File: config.mk
export PLATFORM = sky130hd
export DESIGN_NAME = umc_modem_ctl
export DESIGN_NICKNAME = d
export VERILOG_FILES = /design/src/umc_pkg.sv /design/src/umc_sync.sv /design/src/umc_modem_ctl.sv
export SDC_FILE = /design/constraint.sdc
export NUM_CORES = 1
export LEC_CHECK = 0
export ABC_AREA = 0
export BUFFER_PORTS_ARGS = -buffer_cell sky130_fd_sc_hd__buf_2
export CAP_MARGIN = 15
export CORE_ASPECT_RATIO = 1.75
export CORE_MARGIN = 2
export CORE_UTILIZATION = 35
export CTS_CLUSTER_SIZE = 8
export DETAILED_ROUTE_END_ITERATION = 12
export GPL_TIMING_DRIVEN = 0
export HOLD_SLACK_MARGIN = 0.08
export SLEW_MARGIN = 20
export SYNTH_ARGS = -nofsm -noshare
export SYNTH_HDL_FRONTEND = slang
export SYNTH_SLANG_ARGS = --single-unit
File: constraint.sdc
create_clock -name mclk -period 3.5 [get_ports mclk]
set_input_delay 0.7 -clock mclk [delete_from_list [all_inputs] [get_ports mclk]]
set_output_delay 0.7 -clock mclk [all_outputs]
set_load 0.01 [all_outputs]
File: src/umc_pkg.sv
// constants, field layout and carrier types of the modem control and interrupt id block
// Function
// - mcr bit 0 set drives dtr pin low, clear drives it high
// - mcr bit 1 drives the rts pin the same way
// - mcr bit 2 only matters in loopback, feeding the ring status path
// - mcr bit 3 gates the interrupt output; clear keeps it inactive
// - loopback: serial out held marking, serial in ignored, tx shifter feeds rx
// - loopback: modem pins ignored, outputs looped inside, output pins forced high
// - loopback interrupts still work, modem sources from mcr, enables still gate
// - loopback: writing ones to low lsr or msr bits raises interrupts
// - msr change bits set on input change, all cleared by msr read
// - msr bits 0,1,3 flag changes of cts, dsr and dcd
// - msr bit 2 sets only on ring indicator trailing edge
// - any msr change bit set raises a modem status interrupt
// - msr bits 7:4 show inverted pins, or rts,dtr,aux,gate in loopback
// - priority: line status, received data, tx holding empty, modem status
// - iir bit 0 reads 0 while an enabled interrupt pends, else 1
// - iir bits 2:1 encode top source 11,10,01,00; idle reads 001
// - iir bits 7:3 always read zero
// - clears: lsr read, receive buffer read, msr read for their sources
// - tx_holding_empty interrupt clears on iir read reporting it or thr write
// - once iir reports a source, no other is reported until it is serviced
// - ier bits 0..3 enable data, tx_holding_empty, line, modem; bits 7:4 read zero
// - overrun, parity, framing and break flags request the line interrupt
package umc_pkg;

    localparam logic [2:0] OFS_BUFFER = 3'h0;
    localparam logic [2:0] OFS_INT_ENABLE = 3'h1;
    localparam logic [2:0] OFS_INT_ID = 3'h2;
    localparam logic [2:0] OFS_MODEM_CONTROL = 3'h4;
    localparam logic [2:0] OFS_LINE_STATUS = 3'h5;
    localparam logic [2:0] OFS_MODEM_STATUS = 3'h6;

    localparam int MCR_DTR = 0;
    localparam int MCR_RTS = 1;
    localparam int MCR_AUX1 = 2;
    localparam int MCR_GATE = 3;
    localparam int MCR_LOOP = 4;
    localparam int MCR_WIDTH = 5;

    localparam int IER_RXDATA = 0;
    localparam int IER_TX_HOLDING_EMPTY = 1;
    localparam int IER_LINE = 2;
    localparam int IER_MODEM = 3;
    localparam int IER_WIDTH = 4;

    localparam int LSR_DR = 0;
    localparam int LSR_ERR_LO = 1;
    localparam int LSR_ERR_HI = 4;
    localparam int LSR_TX_HOLDING_EMPTY = 5;
    localparam int LSR_TEMT = 6;

    localparam logic [4:0] MCR_RESET = 5'h00;
    localparam logic [3:0] IER_RESET = 4'h0;

    localparam logic [2:0] IID_NONE = 3'h1;
    localparam logic [2:0] IID_LINE = 3'h6;
    localparam logic [2:0] IID_RXDATA = 3'h4;
    localparam logic [2:0] IID_TX_HOLDING_EMPTY = 3'h2;
    localparam logic [2:0] IID_MODEM = 3'h0;

    // bit order matches msr bits 3:0 and 7:4
    typedef struct packed {
        logic dcd;
        logic ri;
        logic dsr;
        logic cts;
    } umc_modem_type;

    typedef struct packed {
        logic rd;
        logic wr;
        logic [2:0] addr;
        logic [7:0] wrData;
    } umc_host_req_type;

    // bit order matches lsr bits 4:1
    typedef struct packed {
        logic brk;
        logic framing;
        logic parity;
        logic overrun;
    } umc_line_err_type;

    typedef enum logic [1:0] {
        UMC_ID_FREE = 2'b01,
        UMC_ID_HELD = 2'b10
    } umc_id_state_type;

endpackage : umc_pkg

File: src/umc_sync.sv
// two flip-flop synchroniser bank for pin inputs
`timescale 1ns/100ps
module umc_sync #(
    parameter int WIDTH = 5,
    parameter logic [WIDTH-1:0] RESET_VALUE = '1
) (
    input wire logic mclk,
    input wire logic rstN,
    input wire logic [WIDTH-1:0] asyncIn,
    output logic [WIDTH-1:0] syncOut
);

    logic [WIDTH-1:0] stage1_q;

    // pins idle high, so reset to the inactive level avoids false change flags
    always_ff @(posedge mclk or negedge rstN) begin
        if (!rstN) begin
            stage1_q <= RESET_VALUE;
            syncOut <= RESET_VALUE;
        end else begin
            stage1_q <= asyncIn;
            syncOut <= stage1_q;
        end
    end

endmodule : umc_sync

File: src/umc_modem_ctl.sv
// modem control, modem status, loopback and interrupt identification logic
`timescale 1ns/100ps
module umc_modem_ctl (
    input wire logic mclk,
    input wire logic nrst,
    input wire umc_pkg::umc_host_req_type hostReq,
    input wire logic dlab,
    output logic [7:0] rdData,
    input wire umc_pkg::umc_modem_type modemInN,
    input wire logic serialIn,
    output logic dtrN,
    output logic rtsN,
    output logic serialOut,
    input wire logic txShiftOut,
    output logic rxShiftIn,
    input wire logic rxDataReady,
    input wire umc_pkg::umc_line_err_type lineErrSet,
    input wire logic txHoldEmpty,
    input wire logic txEmpty,
    output logic interruptOut
);

    logic [1:0] rstSync_q;
    logic rstN;
    logic [4:0] pinSync;
    umc_pkg::umc_modem_type modemPin;
    logic serialInSync;

    logic [umc_pkg::MCR_WIDTH-1:0] mcr_q;
    logic [umc_pkg::IER_WIDTH-1:0] ier_q;
    umc_pkg::umc_modem_type modemLive;
    umc_pkg::umc_modem_type modemPrev_q;
    umc_pkg::umc_modem_type msrDelta_q;
    umc_pkg::umc_line_err_type lineErr_q;
    logic drForce_q;
    logic threForce_q;
    logic threPrev_q;
    logic threInt_q;
    umc_pkg::umc_id_state_type idState_q;
    logic [2:0] heldCode_q;

    logic loopback;
    logic rdStrobe;
    logic wrStrobe;
    logic bufRead;
    logic thrWrite;
    logic iirRead;
    logic lsrRead;
    logic msrRead;
    logic lsrWrite;
    logic msrWrite;
    logic dataReady;
    logic thrEmpty;
    logic pendLine;
    logic pendRxData;
    logic pendThre;
    logic pendModem;
    logic [2:0] topCode;
    logic [2:0] idCode;
    logic [7:0] readValue;

    // reset is taken asynchronously and released through two flip-flops
    always_ff @(posedge mclk or negedge nrst) begin
        if (!nrst) begin
            rstSync_q <= 2'h0;
        end else begin
            rstSync_q <= {rstSync_q[0], 1'b1};
        end
    end

    assign rstN = rstSync_q[1];

    umc_sync #(
        .WIDTH(5),
        .RESET_VALUE(5'h1F)
    ) pinSyncInst (
        .mclk(mclk),
        .rstN(rstN),
        .asyncIn({serialIn, modemInN}),
        .syncOut(pinSync)
    );

    assign serialInSync = pinSync[4];
    assign modemPin = umc_pkg::umc_modem_type'(~pinSync[3:0]);

    // priority encoder for the live path; the held path is checked by stillPending
    function automatic logic [2:0] prioCode(
        input logic line,
        input logic rxd,
        input logic tx_holding_empty,
        input logic modem
    );
        logic [2:0] code;
        code = umc_pkg::IID_NONE;
        if (line) begin
            code = umc_pkg::IID_LINE;
        end else if (rxd) begin
            code = umc_pkg::IID_RXDATA;
        end else if (tx_holding_empty) begin
            code = umc_pkg::IID_TX_HOLDING_EMPTY;
        end else if (modem) begin
            code = umc_pkg::IID_MODEM;
        end
        return code;
    endfunction : prioCode

    function automatic logic stillPending(
        input logic [2:0] code,
        input logic line,
        input logic rxd,
        input logic tx_holding_empty,
        input logic modem
    );
        logic hit;
        hit = 1'b0;
        case (code)
            umc_pkg::IID_LINE: hit = line;
            umc_pkg::IID_RXDATA: hit = rxd;
            umc_pkg::IID_TX_HOLDING_EMPTY: hit = tx_holding_empty;
            umc_pkg::IID_MODEM: hit = modem;
            default: hit = 1'b0;
        endcase
        return hit;
    endfunction : stillPending

    assign loopback = mcr_q[umc_pkg::MCR_LOOP];
    assign rdStrobe = hostReq.rd;
    assign wrStrobe = hostReq.wr;
    assign bufRead = rdStrobe && !dlab && hostReq.addr == umc_pkg::OFS_BUFFER;
    assign thrWrite = wrStrobe && !dlab && hostReq.addr == umc_pkg::OFS_BUFFER;
    assign iirRead = rdStrobe && hostReq.addr == umc_pkg::OFS_INT_ID;
    assign lsrRead = rdStrobe && hostReq.addr == umc_pkg::OFS_LINE_STATUS;
    assign msrRead = rdStrobe && hostReq.addr == umc_pkg::OFS_MODEM_STATUS;
    assign lsrWrite = wrStrobe && loopback && hostReq.addr == umc_pkg::OFS_LINE_STATUS;
    assign msrWrite = wrStrobe && loopback && hostReq.addr == umc_pkg::OFS_MODEM_STATUS;

    // in loopback the modem inputs see the control outputs instead of the pins
    always_comb begin
        if (loopback) begin
            modemLive.cts = mcr_q[umc_pkg::MCR_RTS];
            modemLive.dsr = mcr_q[umc_pkg::MCR_DTR];
            modemLive.ri = mcr_q[umc_pkg::MCR_AUX1];
            modemLive.dcd = mcr_q[umc_pkg::MCR_GATE];
        end else begin
            modemLive = modemPin;
        end
    end

    // control registers
    always_ff @(posedge mclk or negedge rstN) begin
        if (!rstN) begin
            mcr_q <= umc_pkg::MCR_RESET;
        end else if (wrStrobe && hostReq.addr == umc_pkg::OFS_MODEM_CONTROL) begin
            mcr_q <= hostReq.wrData[umc_pkg::MCR_WIDTH-1:0];
        end
    end

    always_ff @(posedge mclk or negedge rstN) begin
        if (!rstN) begin
            ier_q <= umc_pkg::IER_RESET;
        end else if (wrStrobe && !dlab && hostReq.addr == umc_pkg::OFS_INT_ENABLE) begin
            ier_q <= hostReq.wrData[umc_pkg::IER_WIDTH-1:0];
        end
    end

    // modem change detection; a new change beats a simultaneous read clear
    always_ff @(posedge mclk or negedge rstN) begin
        if (!rstN) begin
            modemPrev_q <= '0;
        end else begin
            modemPrev_q <= modemLive;
        end
    end

    always_ff @(posedge mclk or negedge rstN) begin
        if (!rstN) begin
            msrDelta_q <= '0;
        end else begin
            if (msrRead) begin
                msrDelta_q <= '0;
            end
            if (modemLive.cts != modemPrev_q.cts
                    || (msrWrite && hostReq.wrData[0])) begin
                msrDelta_q.cts <= 1'b1;
            end
            if (modemLive.dsr != modemPrev_q.dsr
                    || (msrWrite && hostReq.wrData[1])) begin
                msrDelta_q.dsr <= 1'b1;
            end
            if ((modemPrev_q.ri && !modemLive.ri)
                    || (msrWrite && hostReq.wrData[2])) begin
                msrDelta_q.ri <= 1'b1;
            end
            if (modemLive.dcd != modemPrev_q.dcd
                    || (msrWrite && hostReq.wrData[3])) begin
                msrDelta_q.dcd <= 1'b1;
            end
        end
    end

    // line error flags, sticky until the line status read
    always_ff @(posedge mclk or negedge rstN) begin
        if (!rstN) begin
            lineErr_q <= '0;
        end else begin
            lineErr_q <= (lsrRead ? 4'h0 : lineErr_q) | lineErrSet
                | (lsrWrite ? hostReq.wrData[umc_pkg::LSR_ERR_HI:umc_pkg::LSR_ERR_LO] : 4'h0);
        end
    end

    // test-forced data ready and holding-empty bits, only reachable in loopback
    always_ff @(posedge mclk or negedge rstN) begin
        if (!rstN) begin
            drForce_q <= 1'b0;
        end else if (lsrWrite && hostReq.wrData[umc_pkg::LSR_DR]) begin
            drForce_q <= 1'b1;
        end else if (bufRead) begin
            drForce_q <= 1'b0;
        end
    end

    always_ff @(posedge mclk or negedge rstN) begin
        if (!rstN) begin
            threForce_q <= 1'b0;
        end else if (lsrWrite && hostReq.wrData[umc_pkg::LSR_TX_HOLDING_EMPTY]) begin
            threForce_q <= 1'b1;
        end else if (thrWrite) begin
            threForce_q <= 1'b0;
        end
    end

    assign dataReady = rxDataReady || drForce_q;
    assign thrEmpty = txHoldEmpty || threForce_q;

    // holding-empty interrupt is an event latched on the empty edge
    always_ff @(posedge mclk or negedge rstN) begin
        if (!rstN) begin
            threPrev_q <= 1'b0;
        end else begin
            threPrev_q <= thrEmpty;
        end
    end

    always_ff @(posedge mclk or negedge rstN) begin
        if (!rstN) begin
            threInt_q <= 1'b0;
        end else if (thrEmpty && !threPrev_q) begin
            threInt_q <= 1'b1;
        end else if (thrWrite || (iirRead && idCode == umc_pkg::IID_TX_HOLDING_EMPTY)) begin
            threInt_q <= 1'b0;
        end
    end

    assign pendLine = ier_q[umc_pkg::IER_LINE] && |lineErr_q;
    assign pendRxData = ier_q[umc_pkg::IER_RXDATA] && dataReady;
    assign pendThre = ier_q[umc_pkg::IER_TX_HOLDING_EMPTY] && threInt_q;
    assign pendModem = ier_q[umc_pkg::IER_MODEM] && |msrDelta_q;

    assign topCode = prioCode(pendLine, pendRxData, pendThre, pendModem);

    // a reported source stays reported until it is serviced
    assign idCode = (idState_q == umc_pkg::UMC_ID_HELD
            && stillPending(heldCode_q, pendLine, pendRxData, pendThre, pendModem))
        ? heldCode_q : topCode;

    always_ff @(posedge mclk or negedge rstN) begin
        if (!rstN) begin
            idState_q <= umc_pkg::UMC_ID_FREE;
            heldCode_q <= umc_pkg::IID_NONE;
        end else begin
            case (idState_q)
                umc_pkg::UMC_ID_FREE: begin
                    if (iirRead && idCode != umc_pkg::IID_NONE
                            && idCode != umc_pkg::IID_TX_HOLDING_EMPTY) begin
                        idState_q <= umc_pkg::UMC_ID_HELD;
                        heldCode_q <= idCode;
                    end
                end
                umc_pkg::UMC_ID_HELD: begin
                    if (!stillPending(heldCode_q, pendLine, pendRxData, pendThre, pendModem)) begin
                        idState_q <= umc_pkg::UMC_ID_FREE;
                        heldCode_q <= umc_pkg::IID_NONE;
                    end
                end
                default: begin
                    idState_q <= umc_pkg::UMC_ID_FREE;
                    heldCode_q <= umc_pkg::IID_NONE;
                end
            endcase
        end
    end

    // read mux; unmapped or foreign offsets read zero
    always_comb begin
        readValue = 8'h00;
        case (hostReq.addr)
            umc_pkg::OFS_INT_ENABLE: begin
                if (!dlab) begin
                    readValue = {4'h0, ier_q};
                end
            end
            umc_pkg::OFS_INT_ID: begin
                readValue = {5'h00, idCode};
            end
            umc_pkg::OFS_MODEM_CONTROL: begin
                readValue = {3'h0, mcr_q};
            end
            umc_pkg::OFS_LINE_STATUS: begin
                readValue = {1'b0, txEmpty, thrEmpty, lineErr_q, dataReady};
            end
            umc_pkg::OFS_MODEM_STATUS: begin
                readValue = {modemLive, msrDelta_q};
            end
            default: begin
                readValue = 8'h00;
            end
        endcase
    end

    always_ff @(posedge mclk or negedge rstN) begin
        if (!rstN) begin
            rdData <= 8'h00;
        end else if (rdStrobe) begin
            rdData <= readValue;
        end
    end

    // pins: outputs are active low and parked high in loopback
    always_ff @(posedge mclk or negedge rstN) begin
        if (!rstN) begin
            dtrN <= 1'b1;
            rtsN <= 1'b1;
        end else begin
            dtrN <= loopback || !mcr_q[umc_pkg::MCR_DTR];
            rtsN <= loopback || !mcr_q[umc_pkg::MCR_RTS];
        end
    end

    // serial path; loopback costs one cycle of delay on the looped data
    always_ff @(posedge mclk or negedge rstN) begin
        if (!rstN) begin
            serialOut <= 1'b1;
            rxShiftIn <= 1'b1;
        end else begin
            serialOut <= loopback ? 1'b1 : txShiftOut;
            rxShiftIn <= loopback ? txShiftOut : serialInSync;
        end
    end

    always_ff @(posedge mclk or negedge rstN) begin
        if (!rstN) begin
            interruptOut <= 1'b0;
        end else begin
            interruptOut <= idCode != umc_pkg::IID_NONE && mcr_q[umc_pkg::MCR_GATE];
        end
    end

endmodule : umc_modem_ctl

# Yosys cells after proc, flatten, opt, wreduce, memory -nomap -nowiden
# Index checks and enable logic that the tools add are counted.
# op_classes
eq_ne,18
n_mux,31
bitwise_logic,3
n_reduce_logical,55
# op_table
cell,count
case mux 8 bit (5 select lines),1
logical AND 1 bit,29
two-way mux 4 bit,5
"equality test 3 bit, second input constant",5
two-way mux 3 bit,5
two-way mux 1 bit,14
nonzero test 2 bit,7
"equality test 3 x 2 -> 1 bit, second input constant",3
logical OR 1 bit,9
bitwise OR 4 bit,2
OR reduction 4 bit,2
logical NOT 3 bit,2
two-way mux 2 bit,3
case mux 3 bit (2 select lines),1
logical NOT 1 bit,5
"inequality test 2 bit, second input constant",2
NOT 4 bit,1
case mux 1 bit (4 select lines),1
case mux 2 bit (2 select lines),1
"equality test 3 x 1 -> 1 bit, second input constant",1
inequality test 1 bit,3
"inequality test 3 x 1 -> 1 bit, second input constant",1
"inequality test 3 x 2 -> 1 bit, second input constant",1
"equality test 2 x 1 -> 1 bit, second input constant",1
2 further kinds,2
# word_totals
regBits,55
in_bits,29
out_inout_bits,13

# Depth between registers and ports, before layout
# logic_depth
depth_word,12
mapped_depth,6

# Modules after synthesis
# Synthesis repeated with hierarchy kept, for this count alone.
# unflattened
cells_unflattened,196
hier_area_um2,2413.6
# modules_own_cells
module,n_inst,cells_each,area_per_inst_um2
umc_modem_ctl,1,186,2150.8
umc_sync,1,10,262.8

# Worst setup path after synthesis
# OpenSTA, ideal clock, no wires.
# synth_timing
path_type,in2reg
from,input rxDataReady
to,register heldCode_q[1]
setup_time_ps,121
arrival_ps,1688
required_ps,3379
setup_slack_ps,1691
path_stages,6
cell_sequence,o21ai_0 > nand3b_1 > and4_1 > buf_6 > a21o_1 > a22o_1
# synth_between
elab_chain_len,10
word_cells_on_any_way,17
cone_classes,4 x eq/ne; 7 x mux; 6 x reduce/logical
# synth_rtl
item,line,rtl
"start, declared",umc_modem_ctl.sv:16,"input wire logic rxDataReady,"
logical OR 1 bit *,umc_modem_ctl.sv:232,assign dataReady = rxDataReady || drForce_q;
logical AND 1 bit *,umc_modem_ctl.sv:255,assign pendRxData = ier_q[umc_pkg::IER_RXDATA] && dataReady;
case mux 1 bit (4 select lines) or two-way mux 3 bit (tied branches),"umc_modem_ctl.sv:116, umc_modem_ctl.sv:97",
logical AND 1 bit or two-way mux 3 bit (tied branches),"umc_modem_ctl.sv:263, umc_modem_ctl.sv:95",
two-way mux 3 bit,umc_modem_ctl.sv:264,? heldCode_q : topCode;
inequality test 3 x 1 -> 1 bit,umc_modem_ctl.sv:273,if (iirRead && idCode != umc_pkg::IID_NONE
logical AND 1 bit,umc_modem_ctl.sv:273,
logical AND 1 bit,umc_modem_ctl.sv:274,&& idCode != umc_pkg::IID_TX_HOLDING_EMPTY) begin
inequality test 2 bit (no line),-,
AND reduction 2 bit (no line),-,
"end signal, assigned",umc_modem_ctl.sv:269,heldCode_q <= umc_pkg::IID_NONE;
"end signal, assigned",umc_modem_ctl.sv:276,heldCode_q <= idCode;
"end signal, assigned",umc_modem_ctl.sv:282,heldCode_q <= umc_pkg::IID_NONE;
"end, declared",umc_modem_ctl.sv:40,logic [2:0] heldCode_q;
# Every way passes the cells marked *; elsewhere a longest branch is shown, timed or not. The select of a mux whose other input is x is not followed.
# A chain may end at the register's enable or synchronous reset.

# Worst setup path after layout
# layout_timing
from,input hostReq[9] (netlist name)
to,register ier_q[2] (netlist name)
# layout_between
elab_chain_len,2
# layout_rtl
item,line,rtl
"start, declared",umc_modem_ctl.sv:6,"input wire umc_pkg::umc_host_req_type hostReq,"
equality test 3 x 1 -> 1 bit,umc_modem_ctl.sv:161,end else if (wrStrobe && !dlab && hostReq.addr == umc_pkg::OFS_INT_ENABLE) begin
logical AND 1 bit,umc_modem_ctl.sv:161,
"end signal, assigned",umc_modem_ctl.sv:160,ier_q <= umc_pkg::IER_RESET;
"end signal, assigned",umc_modem_ctl.sv:162,ier_q <= hostReq.wrData[umc_pkg::IER_WIDTH-1:0];
"end, declared",umc_modem_ctl.sv:30,logic [umc_pkg::IER_WIDTH-1:0] ier_q;
# No other way between the ends.

==> out/metrics.yaml <==
worst_case_vdd_ir_drop_uv: 420
switching_share_pct: 27.6
htree_num_levels: 2
grt_first_pass_wirelength_mm: 8.96
synth_edf_count: 0
layout-area-overhead-vs-synth_pct: 20.0
period_needed_ns: 1.87
worst_clock_skew_ns: 0.00482
number_of_global_route_vias_before_repair: 1783
grt.overflow.total: 0
report.power.total_mw: 1.67
setup.worst_path.end_class: "register"
fin_area_mm2: 0.00285
power_leakage_nw: 1.27
power_frac_clock_pct: 34.7
instance_area_at_placement_mm2: 0.00268
design.core.area_mm2: 0.00654
cts_buffers: 5
synth_area_mm2: 0.00238
ctsLongestPathBuffers: 2
switching_power_mw: 0.460
synth.area.top_cells: "dfrtp_1 (41%), dfstp_2 (18%), mux2i_1 (4.2%)"
synthDominantAreaCellType: "dfrtp_1"
core.rowCount: 39
post-route-period-util_pct: 53.4
worstPathArrival_ns: 2.05
insertedDiodeCount: 0
synth_warnings: 0
count_of_different_cell_masters_after_synthesis: 43
cts.reportedPaths.clkPinSlew_ns: 0.07
detail_route.first_pass.iterations: 5
boundaryPins: 42
cts_hold_repair.buffers: 0
cap_viol_max_count: 0
route.detailed.vias_per_inst: 5.27
holdCritPathClass: "input port to asynchronous set/reset pin"
post_cts_buffers: 0
antenna_violations_before_repair: 0
postSynth.asyncResetShare_pct: 100
weighted_congestion_reported_at_the_end_of_routability_driven_placement: 0.846
ys_ff_latch: 55
max_slew.worst_pin.slew_ns: 0.686
top_ff_cell_synth: "dfrtp_1"
internal-power_mw: 1.21
clockRootBuffer: "clkbuf_16"
wire_per_inst_um: 17.2
initial_core_utilization_pct: 36.3
post-route-drc-count: 0
critical_path_required_ns: 3.68
synthesized_area_per_cell_um2: 12.2
detailed_place_hpwl_mm: 4.20
num-nets-final: 270
combinationalPowerShare_pct: 16.5
hold_violations: 0
die_height_um: 113
floorplan.die_area_mm2: 0.00749
cp_max_fo: 5
power.density_cell_area_mw_per_mm2: 585
cts_num_sinks: 55
start_kind: "input port"
syn_nets: 224
grt_start_max_net_pins: 54
drive_above_1_share_pct: 32.2
groute.usage.overall_pct: 16.2
slew_viol_final: 0
worst_slew_margin_rel_pct: 54.3
grt_setup_unrepaired: "no"
criticalPathCategory: "input port to register"
totalWireLength_mm: 5.56
synth_seq_area_share_pct: 58.8
setup_viol_count_final: 0
cts_tree: "done"
post_cts.resized_instances: 0
power.sequential.fraction_pct: 48.8
port_buffers: 39
postRouteAntennaNets: 0
clock_insertion_delay_worst_skew_ns: 0.29
whs_ns: 0.173
via_count: 1708
status: "completed"
post_synth_inst_count: 195
fin_setup_tns_ns: 0
maxClockFrequency_mhz: 535
yosys.area.top_type_share_pct: 41.1
die_width_um: 66.3
drt-initial-drc-count: 94
-- cells in the mapped netlist (2+ instances only) --
master	n
a31oi_1	2
a2bb2oi_1	2
dfrtp_1	39
o211ai_1	2
nand2b_1	5
nor2_1	7
a221o_1	7
xor2_1	2
o21ai_0	8
nand2_1	16
o2bb2ai_1	7
dfstp_2	16
nand3b_1	3
a21oi_1	2
inv_1	9
nor2b_1	6
mux2i_1	10
o41ai_4	2
nand3_1	5
o21ai_1	3
a22o_1	4
nor3_1	2
buf_2	3
mux2_2	6
a22oi_1	6
a21o_1	3
a211oi_1	2
-- kinds of logic (layout without fill, tap and decap cells) --
| logic type | Yosys count | after routing | synth area share [%] |
|---|---|---|---|
| AO/OA/AOI/OAI | 56 | 56 | 19.6 |
| flip-flops | 55 | 55 | 58.8 |
| AND/OR/NAND/NOR | 50 | 50 | 10.8 |
| multiplexers | 16 | 16 | 7.06 |
| buffers and inverters | 15 | 62 | 2.84 |
| XOR/XNOR | 2 | 2 | 0.737 |
| other | 1 | 1 | 0.158 |
-- layer usage --
metal  wire length, um  GRT usage [%]  up-vias
li1                  -              -      809
met5                 0              0        -
met2              3230           30.9       33
met3               168           2.39        6
met4               123           5.99        0
met1              2040           17.2      860
-- worst paths after layout --
path                          startpoint             to  slack, ns  depth (start not counted)
setup / recovery              hostReq[9]       ier_q[2]       1.63                          5
hold / removal                      nrst   rstSync_q[0]       0.17                          1
setup reg to reg           msrDelta_q[3]  heldCode_q[1]       1.66                          6
hold reg to reg             rstSync_q[0]   rstSync_q[1]       0.35                          0
max in group asynchronous   rstSync_q[1]  heldCode_q[1]       2.66                          0
min in group mclk           rstSync_q[0]   rstSync_q[1]       0.35                          0
-- power by group through the flow --
stage / Sequential (mW) / Combinational [mW] / Clock (mW)
final: 0.814 / 0.275 / 0.578
after CTS: 0.815 / 0.278 / 0.591
after floorplan: 0.815 / 0.181 / 0
after global placement: 0.824 / 0.273 / 0
after detailed placement: 0.827 / 0.276 / 0
after global routing: 0.827 / 0.307 / 0.614
-- layout by cell type (no fill, tap or decap), types with 3 or more instances in the layout --
cell	synthesis	layout
nand3_1	5	5
o21ai_0	8	8
nand3b_1	3	3
a21o_1	3	3
buf_2	3	42
a22oi_1	6	6
nor2b_1	6	6
nor2_1	7	7
nand2b_1	5	5
clkbuf_16	0	5
o2bb2ai_1	7	7
nand2_1	16	16
a221o_1	7	7
dfrtp_1	39	38
a22o_1	4	4
inv_1	9	9
dfstp_2	16	16
mux2i_1	10	10
o21ai_1	3	3
mux2_2	6	6
-- final cells by class --
| cell class | count | area [um^2] |
|---|---|---|
| Multi-Input combinational cell | 125 | 912 |
| Inverter | 9 | 33.8 |
| Fill cell | 658 | 3690 |
| Buffer | 6 | 33.8 |
| Sequential cell | 55 | 1400 |
| Timing Repair Buffer | 39 | 195 |
| Clock inverter | 3 | 47.5 |
| Tap cell | 82 | 103 |
| Clock buffer | 5 | 125 |
-- metrics by stage --
step | setup slack, ns | utilization [%] | instances
2_1_floorplan | 1.69 | - | 195
3_3_place_gp | 1.26 | 40.9 | 316
3_5_place_dp | 1.30 | 40.9 | 316
4_1_cts | 1.61 | 43.6 | 324
5_1_grt | 1.50 | 43.6 | 324
6_report | 1.63 | 43.6 | 324
-- sequential cells by signal (all words and copies together), names as in the netlist --
register / count
heldCode_q: 3
pinSyncInst.stage1_q: 5
modemPrev_q: 4
idState_q: 2
rdData: 8
msrDelta_q: 4
mcr_q: 5
dtrN: 1
rtsN: 1
ier_q: 4
rxShiftIn: 1
threForce_q: 1
serialOut: 1
rstSync_q: 2
interruptOut: 1
lineErr_q: 4
drForce_q: 1
pinSyncInst.syncOut: 5
threInt_q: 1
threPrev_q: 1
-- critical path: stages --
cell and delay (ns):
buf_2 0.11, nand2b_1 0.16, nor3_1 0.48, nand2_1 0.28, mux2_2 0.32
(Power assumes the default switching activity.)
